$ cat config.mk
export PLATFORM = sky130hd
export DESIGN_NAME = alu_table_timer_exec
export DESIGN_NICKNAME = d
export VERILOG_FILES = /design/src/hw/alu_ops_pkg.sv /design/src/hw/sub_flags.sv /design/src/hw/alu_table_timer_exec.sv
export SDC_FILE = /design/constraint.sdc
export NUM_CORES = 1
export LEC_CHECK = 0
export BUFFER_PORTS_ARGS = -buffer_cell sky130_fd_sc_hd__buf_2
export CAP_MARGIN = 10
export CORE_MARGIN = 2
export CORE_UTILIZATION = 34
export CTS_CLUSTER_DIAMETER = 30
export DETAILED_ROUTE_END_ITERATION = 6
export MAX_ROUTING_LAYER = met4
export PLACE_DENSITY = 0.56
export SYNTH_ARGS = -nofsm -noshare
export SYNTH_HDL_FRONTEND = slang
export SYNTH_HIERARCHICAL = 1
export SYNTH_SLANG_ARGS = --single-unit
$ cat constraint.sdc
create_clock -name clk_i -period 16.98 [get_ports clk_i]
set_clock_uncertainty 0.1 [all_clocks]
set_input_delay 1.698 -clock clk_i [delete_from_list [all_inputs] [get_ports clk_i]]
set_output_delay 1.698 -clock clk_i [all_outputs]
set_load 0.005 [all_outputs]
$ cat src/hw/alu_ops_pkg.sv
`default_nettype none
package alu_ops_pkg;
	localparam int DATA_W = 8;
	localparam int REG_AW = 6;
	localparam int ROM_W = 14;
	localparam int ROM_AW = 11;
	localparam int PTR_BITS = 3;
	localparam int TDH_W = 6;
	localparam logic [7:0] ACC_RST = 8'h00;
	localparam logic [7:0] T0MODE_RST = 8'h00;
	localparam logic [7:0] TPH_RST = 8'h00;
	localparam logic [5:0] TDH_RST = 6'h00;
	// block-local operation codes, one per instruction
	localparam logic [2:0] OP_NOP = 3'h0;
	localparam logic [2:0] OP_SUB_IMM = 3'h1;
	localparam logic [2:0] OP_TABLE = 3'h2;
	localparam logic [2:0] OP_T0_LOAD = 3'h3;
	localparam logic [2:0] OP_T0_READ = 3'h4;
	localparam logic [2:0] OP_XOR_REG = 3'h5;
	localparam logic [2:0] OP_XOR_IMM = 3'h6;
	localparam logic [2:0] OP_TPH_LOAD = 3'h7;
	typedef enum logic [1:0] {
		ST_EXEC  = 2'b01,
		ST_TABLE = 2'b10
	} exec_state_e;
endpackage
`default_nettype wire

$ cat src/hw/sub_flags.sv
`default_nettype none
module sub_flags
	import alu_ops_pkg::*;
(
	input  wire logic [7:0] minuend_i,
	input  wire logic [7:0] subtrahend_i,
	output logic      [7:0] diff_o,
	output logic            zero_o,
	output logic            dcarry_o,
	output logic            carry_o
);
	logic [8:0] full;
	logic [4:0] low;
	// subtract by ones complement plus one so carry is inverted borrow
	always_comb
	begin
		full = {1'b0, minuend_i} + {1'b0, ~subtrahend_i} + 9'h001;
		low = {1'b0, minuend_i[3:0]} + {1'b0, ~subtrahend_i[3:0]} + 5'h01;
		diff_o = full[7:0];
		zero_o = (full[7:0] == 8'h00);
		carry_o = full[8];
		dcarry_o = low[4];
	end
endmodule
`default_nettype wire

$ cat src/hw/alu_table_timer_exec.sv
`default_nettype none
module alu_table_timer_exec
	import alu_ops_pkg::*;
(
	input  wire logic             clk_i,
	input  wire logic             reset_i,
	input  wire logic             op_valid_i,
	input  wire logic [2:0]       op_code_i,
	input  wire logic [7:0]       op_imm_i,
	input  wire logic [5:0]       op_reg_i,
	input  wire logic             op_dest_i,
	output logic                  op_ready_o,
	output logic [10:0]           rom_addr_o,
	input  wire logic [13:0]      rom_data_i,
	output logic [7:0]            acc_o,
	output logic                  zero_flag_o,
	output logic                  digit_carry_flag_o,
	output logic                  carry_flag_o,
	output logic [7:0]            timer0_mode_reg_o,
	output logic [5:0]            table_data_high_o,
	output logic [7:0]            table_pointer_high_o,
	input  wire logic             reg_we_i,
	input  wire logic [5:0]       reg_waddr_i,
	input  wire logic [7:0]       reg_wdata_i,
	input  wire logic [5:0]       reg_raddr_i,
	output logic [7:0]            reg_rdata_o
);
	exec_state_e state_ff, nxt_state;
	logic [7:0] acc_ff, nxt_acc;
	logic       z_ff, nxt_z, dc_ff, nxt_dc, c_ff, nxt_c;
	logic [7:0] t0m_ff, nxt_t0m;
	logic [7:0] tph_ff, nxt_tph;
	logic [5:0] tdh_ff, nxt_tdh;
	logic [10:0] rom_addr_ff, nxt_rom_addr;
	logic [7:0] rd_ff, nxt_rd;
	logic [7:0] regs [0:(1 << REG_AW) - 1];
	logic       rf_we;
	logic [5:0] rf_wa;
	logic [7:0] rf_wd;
	logic [7:0] sub_res;
	logic       sub_z, sub_dc, sub_c;
	logic [7:0] xor_res;

	// zero test shared by both xor forms
	function automatic logic is_zero(input logic [7:0] v);
		is_zero = (v == 8'h00);
	endfunction

	sub_flags u_sub (
		.minuend_i    (op_imm_i),
		.subtrahend_i (acc_ff),
		.diff_o       (sub_res),
		.zero_o       (sub_z),
		.dcarry_o     (sub_dc),
		.carry_o      (sub_c)
	);

	assign xor_res = acc_ff ^ regs[op_reg_i];
	// table read stalls the stream for its second cycle
	assign op_ready_o = (state_ff == ST_EXEC);

	// instruction execution, next values
	always_comb
	begin
		nxt_state = state_ff;
		nxt_acc = acc_ff;
		nxt_z = z_ff;
		nxt_dc = dc_ff;
		nxt_c = c_ff;
		nxt_t0m = t0m_ff;
		nxt_tph = tph_ff;
		nxt_tdh = tdh_ff;
		nxt_rom_addr = rom_addr_ff;
		rf_we = reg_we_i;
		rf_wa = reg_waddr_i;
		rf_wd = reg_wdata_i;
		case (state_ff)
			ST_EXEC:
			begin
				if (op_valid_i)
				begin
					case (op_code_i)
						OP_SUB_IMM:
						begin
							nxt_acc = sub_res;
							nxt_z = sub_z;
							nxt_dc = sub_dc;
							nxt_c = sub_c;
						end
						OP_TABLE:
						begin
							nxt_rom_addr = {tph_ff[PTR_BITS-1:0], acc_ff};
							nxt_state = ST_TABLE;
						end
						OP_T0_LOAD: nxt_t0m = acc_ff;
						OP_T0_READ: nxt_acc = t0m_ff;
						OP_XOR_REG:
						begin
							nxt_z = is_zero(xor_res);
							if (op_dest_i)
							begin
								rf_we = 1'b1;
								rf_wa = op_reg_i;
								rf_wd = xor_res;
							end
							else
								nxt_acc = xor_res;
						end
						OP_XOR_IMM:
						begin
							nxt_acc = acc_ff ^ op_imm_i;
							nxt_z = is_zero(acc_ff ^ op_imm_i);
						end
						OP_TPH_LOAD: nxt_tph = acc_ff;
						default: ;
					endcase
				end
			end
			ST_TABLE:
			begin
				nxt_acc = rom_data_i[DATA_W-1:0];
				nxt_tdh = rom_data_i[ROM_W-1:DATA_W];
				nxt_state = ST_EXEC;
			end
			default: nxt_state = ST_EXEC;
		endcase
		nxt_rd = (rf_we && rf_wa == reg_raddr_i) ? rf_wd : regs[reg_raddr_i];
	end

	// state registers; data register file holds no reset
	always_ff @(posedge clk_i)
	begin
		if (reset_i)
		begin
			state_ff <= ST_EXEC;
			acc_ff <= ACC_RST;
			z_ff <= 1'b0;
			dc_ff <= 1'b0;
			c_ff <= 1'b0;
			t0m_ff <= T0MODE_RST;
			tph_ff <= TPH_RST;
			tdh_ff <= TDH_RST;
			rom_addr_ff <= '0;
			rd_ff <= 8'h00;
		end
		else
		begin
			state_ff <= nxt_state;
			acc_ff <= nxt_acc;
			z_ff <= nxt_z;
			dc_ff <= nxt_dc;
			c_ff <= nxt_c;
			t0m_ff <= nxt_t0m;
			tph_ff <= nxt_tph;
			tdh_ff <= nxt_tdh;
			rom_addr_ff <= nxt_rom_addr;
			rd_ff <= nxt_rd;
		end
	end

	always_ff @(posedge clk_i)
	begin
		if (rf_we)
			regs[rf_wa] <= rf_wd;
	end

	assign rom_addr_o = rom_addr_ff;
	assign acc_o = acc_ff;
	assign zero_flag_o = z_ff;
	assign digit_carry_flag_o = dc_ff;
	assign carry_flag_o = c_ff;
	assign timer0_mode_reg_o = t0m_ff;
	assign table_data_high_o = tdh_ff;
	assign table_pointer_high_o = tph_ff;
	assign reg_rdata_o = rd_ff;

	a_sub_result: assert property (@(posedge clk_i) disable iff (reset_i)
		(op_ready_o && op_valid_i && op_code_i == OP_SUB_IMM) |=>
		acc_o == 8'($past(op_imm_i) - $past(acc_o)))
		else $error("subtract result wrong");
	a_sub_carry: assert property (@(posedge clk_i) disable iff (reset_i)
		(op_ready_o && op_valid_i && op_code_i == OP_SUB_IMM) |=>
		carry_flag_o == ($past(op_imm_i) >= $past(acc_o)))
		else $error("carry not inverted borrow");
	a_table_two: assert property (@(posedge clk_i) disable iff (reset_i)
		(op_ready_o && op_valid_i && op_code_i == OP_TABLE) |=>
		!op_ready_o ##1 op_ready_o)
		else $error("table read not two cycles");
	a_table_addr: assert property (@(posedge clk_i) disable iff (reset_i)
		(op_ready_o && op_valid_i && op_code_i == OP_TABLE) |=>
		rom_addr_o == {$past(table_pointer_high_o[2:0]), $past(acc_o)})
		else $error("table address wrong");
	a_table_high: assert property (@(posedge clk_i) disable iff (reset_i)
		(state_ff == ST_TABLE) |=>
		table_data_high_o == $past(rom_data_i[13:8])
		&& acc_o == $past(rom_data_i[7:0]))
		else $error("table data wrong");
	a_t0_load: assert property (@(posedge clk_i) disable iff (reset_i)
		(op_ready_o && op_valid_i && op_code_i == OP_T0_LOAD) |=>
		timer0_mode_reg_o == $past(acc_o) && $stable(carry_flag_o))
		else $error("timer mode load wrong");
	a_t0_read: assert property (@(posedge clk_i) disable iff (reset_i)
		(op_ready_o && op_valid_i && op_code_i == OP_T0_READ) |=>
		acc_o == $past(timer0_mode_reg_o) && $stable(zero_flag_o))
		else $error("timer mode readback wrong");
	a_xor_dest: assert property (@(posedge clk_i) disable iff (reset_i)
		(op_ready_o && op_valid_i && op_code_i == OP_XOR_REG && op_dest_i)
		|=> $stable(acc_o) && $stable(carry_flag_o))
		else $error("xor to register touched accumulator");
	a_xor_imm: assert property (@(posedge clk_i) disable iff (reset_i)
		(op_ready_o && op_valid_i && op_code_i == OP_XOR_IMM) |=>
		acc_o == ($past(acc_o) ^ $past(op_imm_i))
		&& zero_flag_o == (acc_o == 8'h00) && $stable(digit_carry_flag_o))
		else $error("xor immediate wrong");
	// xor into the accumulator may only move the zero flag
	a_xor_reg_zero: assert property (@(posedge clk_i) disable iff (reset_i)
		(op_ready_o && op_valid_i && op_code_i == OP_XOR_REG && !op_dest_i)
		|=> zero_flag_o == (acc_o == 8'h00) && $stable(carry_flag_o)
		&& $stable(digit_carry_flag_o))
		else $error("xor register flags wrong");
	// a request held through the busy cycle must not execute early
	a_busy_refuse: assert property (@(posedge clk_i) disable iff (reset_i)
		!op_ready_o |=> op_ready_o && $stable(timer0_mode_reg_o)
		&& $stable(table_pointer_high_o))
		else $error("busy cycle not one or request taken");
endmodule
`default_nettype wire

==> results of run 1 <==
-- per-layer routing --
| layer | routed length [um] | part of all wire [%] |
|---|---|---|
| met1 | 32500 | 39 |
| met2 | 39900 | 48 |
| met3 | 7700 | 9.3 |
| met4 | 3040 | 3.7 |
| met5 | 0 | 0 |
-- registers in the layout, indices dropped and copies added, names as in the netlist, 2 cells and up --
register / cells
rom_addr_o: 11
regs: 512
table_data_high_o: 6
timer0_mode_reg_o: 8
acc_o: 8
table_pointer_high_o: 8
reg_rdata_o: 8
state_ff: 2
-- through the flow --
stage | utilization, % | instance area, um^2 | setup WS [ps]
6_report | 41.4 | 32700 | 10700
5_1_grt | 41.4 | 32700 | 10510
4_1_cts | 41.3 | 32600 | 10800
3_5_place_dp | 36.3 | 28700 | 10130
3_3_place_gp | 36.3 | 28600 | 10310
2_1_floorplan | - | 27000 | 10280
-- placed cells by master, fill, tap and decap left out, types with 14 or more instances in the layout --
cell type	count
bufinv_16	14
edfxtp_1	512
nand2_1	53
nor2_1	125
a21oi_1	39
o22ai_1	35
buf_4	39
mux2i_1	53
mux2_2	14
mux4_2	276
buf_2	103
clkinvlp_4	15
inv_1	19
clkbuf_16	117
xnor2_1	14
clkinv_2	21
dfxtp_1	54
clkinv_1	27
-- kinds of logic (layout without fill, tap and decap cells) --
group / count (synthesis) / in the layout / share of synthesized area [%]
flip-flops: 566 / 566 / 60.9
multiplexers: 350 / 350 / 26.2
AND/OR/NAND/NOR: 268 / 268 / 4.67
AO/OA/AOI/OAI: 173 / 173 / 4.35
buffers and inverters: 134 / 394 / 2.47
XOR/XNOR: 25 / 25 / 0.811
adder cells (fa/ha/maj): 11 / 11 / 0.537
other: 0 / 5 / 0
-- worst reg2reg max path: cells and delay by family (launching register included) --
family | cells | cell delay, ps
fa+ha+maj | 1 | 270
flops | 1 | 300
simple gates | 4 | 2340
buf+inv | 1 | 70
mux | 1 | 840
-- final cells by class --
class	count	area [um^2]	share of cell area, %
timing repair buffer	151	912	2.79
multi-input combinational	827	9960	30.5
tap	1050	1310	4.02
clock inverter	93	962	2.95
antenna	5	12.5	0.0383
clock buffer	129	2970	9.10
sequential	566	16500	50.4
inverter	21	78.8	0.241
-- power by group --
group / switching (uW) / internal (uW)
clock: 767 / 1470
combinational: 191 / 126
sequential: 15.2 / 1540
-- worst max path at each step --
stage,start,end,slack (ps),cells past startpoint
final,op_reg_i[0],regs[19][4],10700,8
after detailed placement,op_reg_i[0],regs[28][4],10130,8
after global routing,op_reg_i[0],regs[50][4],10510,8
after CTS,op_reg_i[0],regs[50][4],10800,8
after floorplan,op_reg_i[0],regs[0][6],10280,7
after global placement,op_reg_i[0],regs[16][4],10310,8
==> results.toml, run 1 <==
[status]
status = "finished clean"

[yosys]
synth_area_mm2 = 0.0270
async_flop_share_pct = 0
syn_nets = 1594
yosysMostFrequentCell = "edfxtp_1"
yosys_register_bits = 566
synth_top_area_share_pct = 56.9
ys_types = 70
synth-main-ff-cell = "edfxtp_1"
seq_area_frac_synth_pct = 60.9
syn_inst = 1527
ys_warn_count = 6
syn_avg_cell_area_um2 = 17.7
synth_common_cells = "edfxtp_1, mux4_2, nor2_1"
ys_top_cells_by_area = "edfxtp_1, mux4_2, dfxtp_1"
synth_edf_count = 512
yosysTopAreaCell = "edfxtp_1"

[cells_and_area]
drive_above_1_share_pct = 36.7
nFillCells = 7024
layout.cells.non_filler = 2842
nNetsFinal = 1751
synthToLayoutAreaGrowth_pct = 20.9

[critical_path]
cp_top_family = "multiplexers"
r2r-end = "regs[2][5]"
crit_required_ps = 17170
path_buf_inv = 2
arrival_ps = 6470
critPathMaxFanout = 65
endpoint_kind = "flop"
worstRegToRegCells = 7
max_stage_delay_ps = 1080
worstSetupPathType = "in2reg"
critPathSlowestCell = "mux2_2"
worst_setup_path_start_kind = "input port"
path_cells = "buf_8 > buf_4 > mux4_2 > o22ai_1 > o41ai_1 > o31ai_1 > xnor2_1 > mux2_2"
rr_startpoint = "state_ff[1]"
ff2ff_setup_slack_ps = 12660

[floorplan]
die_area_mm2 = 0.0817
die_w_um = 286
initial_utilization_pct = 34.2
boundaryPins = 109
rows = 103
die_h_um = 286
core_mm2 = 0.0789

[timing]
rsz0062_at_grt = "no"
setup-violations-final = 0
slew_viol_final = 0
fmax_ghz = 0.159
hold_viol_final = 0
fin_hold_ws_ps = 358
post-route-period-util_pct = 37.0
period_minus_slack_ps = 6280
timing.slew.headroom_pct = 11.4
max_slew.worst_pin.slew_ps = 1320
setup-tns-final_ps = 0

[pwr]
p_leak_uw = 0.0108
ir_drop_mv = 0.0959
power_density_mw_per_mm2 = 126
fin_total_pwr_uw = 4110

[worst_hold_path]
holdCritPathClass = "reg2reg"
min-delay-start = "rom_addr_o[1]"
hold_depth = 2
hold_end = "rom_addr_o[1]"

[clocking]
cts_buffer_depth = 3
cts_hold_buffers = 0
clock-root-buffer = "clkbuf_16"
cts_num_sinks = 566
insertion_delay_ps = 680
cts_buffers = 117
cts.clk_slew.worst_paths_ps = 50
cts_setup_buffers = 0
cts_max_level = 3
cts_tree = "built"
cts_resized = 0

[global_routing]
grt_overflow = 0
met3_usage_pct = 5.30
met2_usage_pct = 32.1
grt_antenna_before_repair = 6
grt-busiest-layer = "met2"
grt_pass1_vias = 16931
grt_pass1_wl_mm = 119
grt_max_degree = 78
use_met1_pct = 26.4
grtUsageTotal_pct = 20.9

[place]
dp_hpwl_mm = 52.2
port_buffers = 108
gp_congestion = 0.840
dp.cells = 2610

[drt]
drtAntennaViolNets = 0
route.detailed.drc = 0
via_per_inst = 5.78
via_count = 16421
dr.first_iter.drc_count = 1802
routed_wl_mm = 83.1
wl_per_cell_um = 29.2
drt-pass1-iter-count = 5

[job]
maxCapViolations = 0
Power figures use the tool's default switching activity.
==> inputs of run 2 (changes only) <==
Settings changed: PLACE_DENSITY 0.56 to 0.58.
Clock period 16.98 ns to 5.14 ns, I/O delays scaled along.
==> results.toml, run 2 (same netlist as run 1, synthesis figures left out) <==
[drt]
via_per_inst = 5.72
drtAntennaViolNets = 0
via_count = 16494
routed_wl_mm = 80.0
drt-pass1-iter-count = 5
dr.first_iter.drc_count = 1845
route.detailed.drc = 0
wl_per_cell_um = 27.7

[cells_and_area]
drive_above_1_share_pct = 39.0
synthToLayoutAreaGrowth_pct = 22.9
seq_area_mm2 = 0.0165
final_cell_mix = "edfxtp_1, mux4_2, nor2_1, clkbuf_16, buf_2"
mostFrequentLayoutCell = "edfxtp_1"
multi_input_area_mm2 = 0.00996
top_register = "regs"
largest_reg_flops = 512
nNetsFinal = 1797
nFillCells = 6961

[worst_hold_path]
hold_end = "table_data_high_o[5]"
holdCritPathClass = "in2reg"
min-delay-start = "rom_data_i[13]"
hold_depth = 3

[floorplan]
boundaryPins = 109
rows = 103
core_mm2 = 0.0789
die_h_um = 286
die_area_mm2 = 0.0817
die_w_um = 286
initial_utilization_pct = 34.2

[pwr]
ir_drop_mv = 0.272
p_leak_uw = 0.0112
power_density_mw_per_mm2 = 417

[clocking]
cts_max_level = 3
cts.clk_slew.worst_paths_ps = 50
cts_resized = 0
cts_hold_buffers = 2
insertion_delay_ps = 670
cts_setup_buffers = 0
cts_buffers = 110
cts_tree = "built"
cts_buffer_depth = 3
clock-root-buffer = "clkbuf_16"
cts_num_sinks = 566

[global_routing]
grt_overflow = 0
met2_usage_pct = 30.7
grt-busiest-layer = "met2"
use_met1_pct = 27.1
grt_antenna_before_repair = 8
grt_pass1_vias = 16839
grtUsageTotal_pct = 20.1
grt_max_degree = 70
grt_pass1_wl_mm = 117
met3_usage_pct = 4.07

[critical_path]
r2r-end = "regs[20][1]"
critPathMaxFanout = 11
worst_setup_path_start_kind = "flop"
worstSetupPathType = "reg2reg"
worstRegToRegCells = 8
arrival_ps = 4240
crit_required_ps = 5310
ff2ff_setup_slack_ps = 1060
rr_startpoint = "state_ff[1]"
endpoint_kind = "flop"

[timing]
setup-violations-final = 0
slew_viol_final = 0
timing.slew.headroom_pct = 16.8
fmax_ghz = 0.245
fin_hold_ws_ps = 25.8
post-route-period-util_pct = 79.3
rsz0062_at_grt = "no"
max_slew.worst_pin.slew_ps = 1240
setup-tns-final_ps = 0
period_minus_slack_ps = 4080
hold_viol_final = 0

[place]
dp_hpwl_mm = 54.5
gp_congestion = 0.901
port_buffers = 108

[job]
maxCapViolations = 0

[status]
status = "finished clean"
run 2: cell count changes in the layout (fill, tap and decap cells not counted), moves of 4 or more:
cell       previous run  this run
buf_4                39        88
clkinv_1             27        11
bufinv_16            14        23
clkinv_2             21        12
buf_12                0         7
inv_6                 7        14
clkbuf_16           117       111
buf_6                 6         1
clkinv_4              6        11
clkbuf_1             12         8
run 2: worst max-delay path by stage:
stage                start           to  slack [ps]  cells after the start
6_report       state_ff[1]  regs[20][1]        1060                      8
2_1_floorplan  op_reg_i[0]   regs[0][6]         740                      7
5_1_grt        state_ff[0]  regs[25][0]         860                      7
4_1_cts        state_ff[1]  regs[61][7]        1070                      8
3_3_place_gp   op_reg_i[0]  regs[51][6]         800                      9
3_5_place_dp   op_reg_i[0]  regs[23][7]         710                     10
run 2: critical path: stages, from the launching register on:
cell	delay, ps
dfxtp_1	310
inv_1	70
ha_1	270
and2_1	270
nand3_2	400
mux2i_1	690
nand2b_1	250
or2_2	470
nor2_1	840
run 2: power breakdown:
part           internal (uW)  switching [uW]  leakage, uW  total [uW]
sequential              5080            51.6      0.00505        5140
combinational            447             639      0.00421        1090
clock                   5150            2480      0.00190        7630
total                  10700            3170       0.0112       13800
run 2: layer usage:
layer	up-vias	share of wire (%)
li1	6849	-
met4	0	2.1
met1	8704	42
met3	126	8.0
met5	-	0
met2	815	48
run 2: stage by stage:
step / worst slack (ps) / util, % / cells / area (um^2) / total power (uW)
6_report: 1060 / 42.1 / 2882 / 33200 / 13800
5_1_grt: 861 / 42.1 / 2882 / 33200 / 14200
4_1_cts: 1070 / 42.0 / 2874 / 33200 / 13900
3_5_place_dp: 715 / 37.0 / 2665 / 29200 / 6290
3_3_place_gp: 804 / 37.0 / 2665 / 29200 / 6280
2_1_floorplan: 742 / - / 1527 / 27000 / 5890
run 2: area by class of cell:
cell class / instances / area share, %
well taps: 1050 / 3.96
clock buffers: 121 / 8.54
inverters: 21 / 0.237
clock inverters: 86 / 3.44
repair buffers: 204 / 4.23
flip-flops and latches: 566 / 49.6
multi-input cells: 827 / 30.0
diodes: 7 / 0.0528
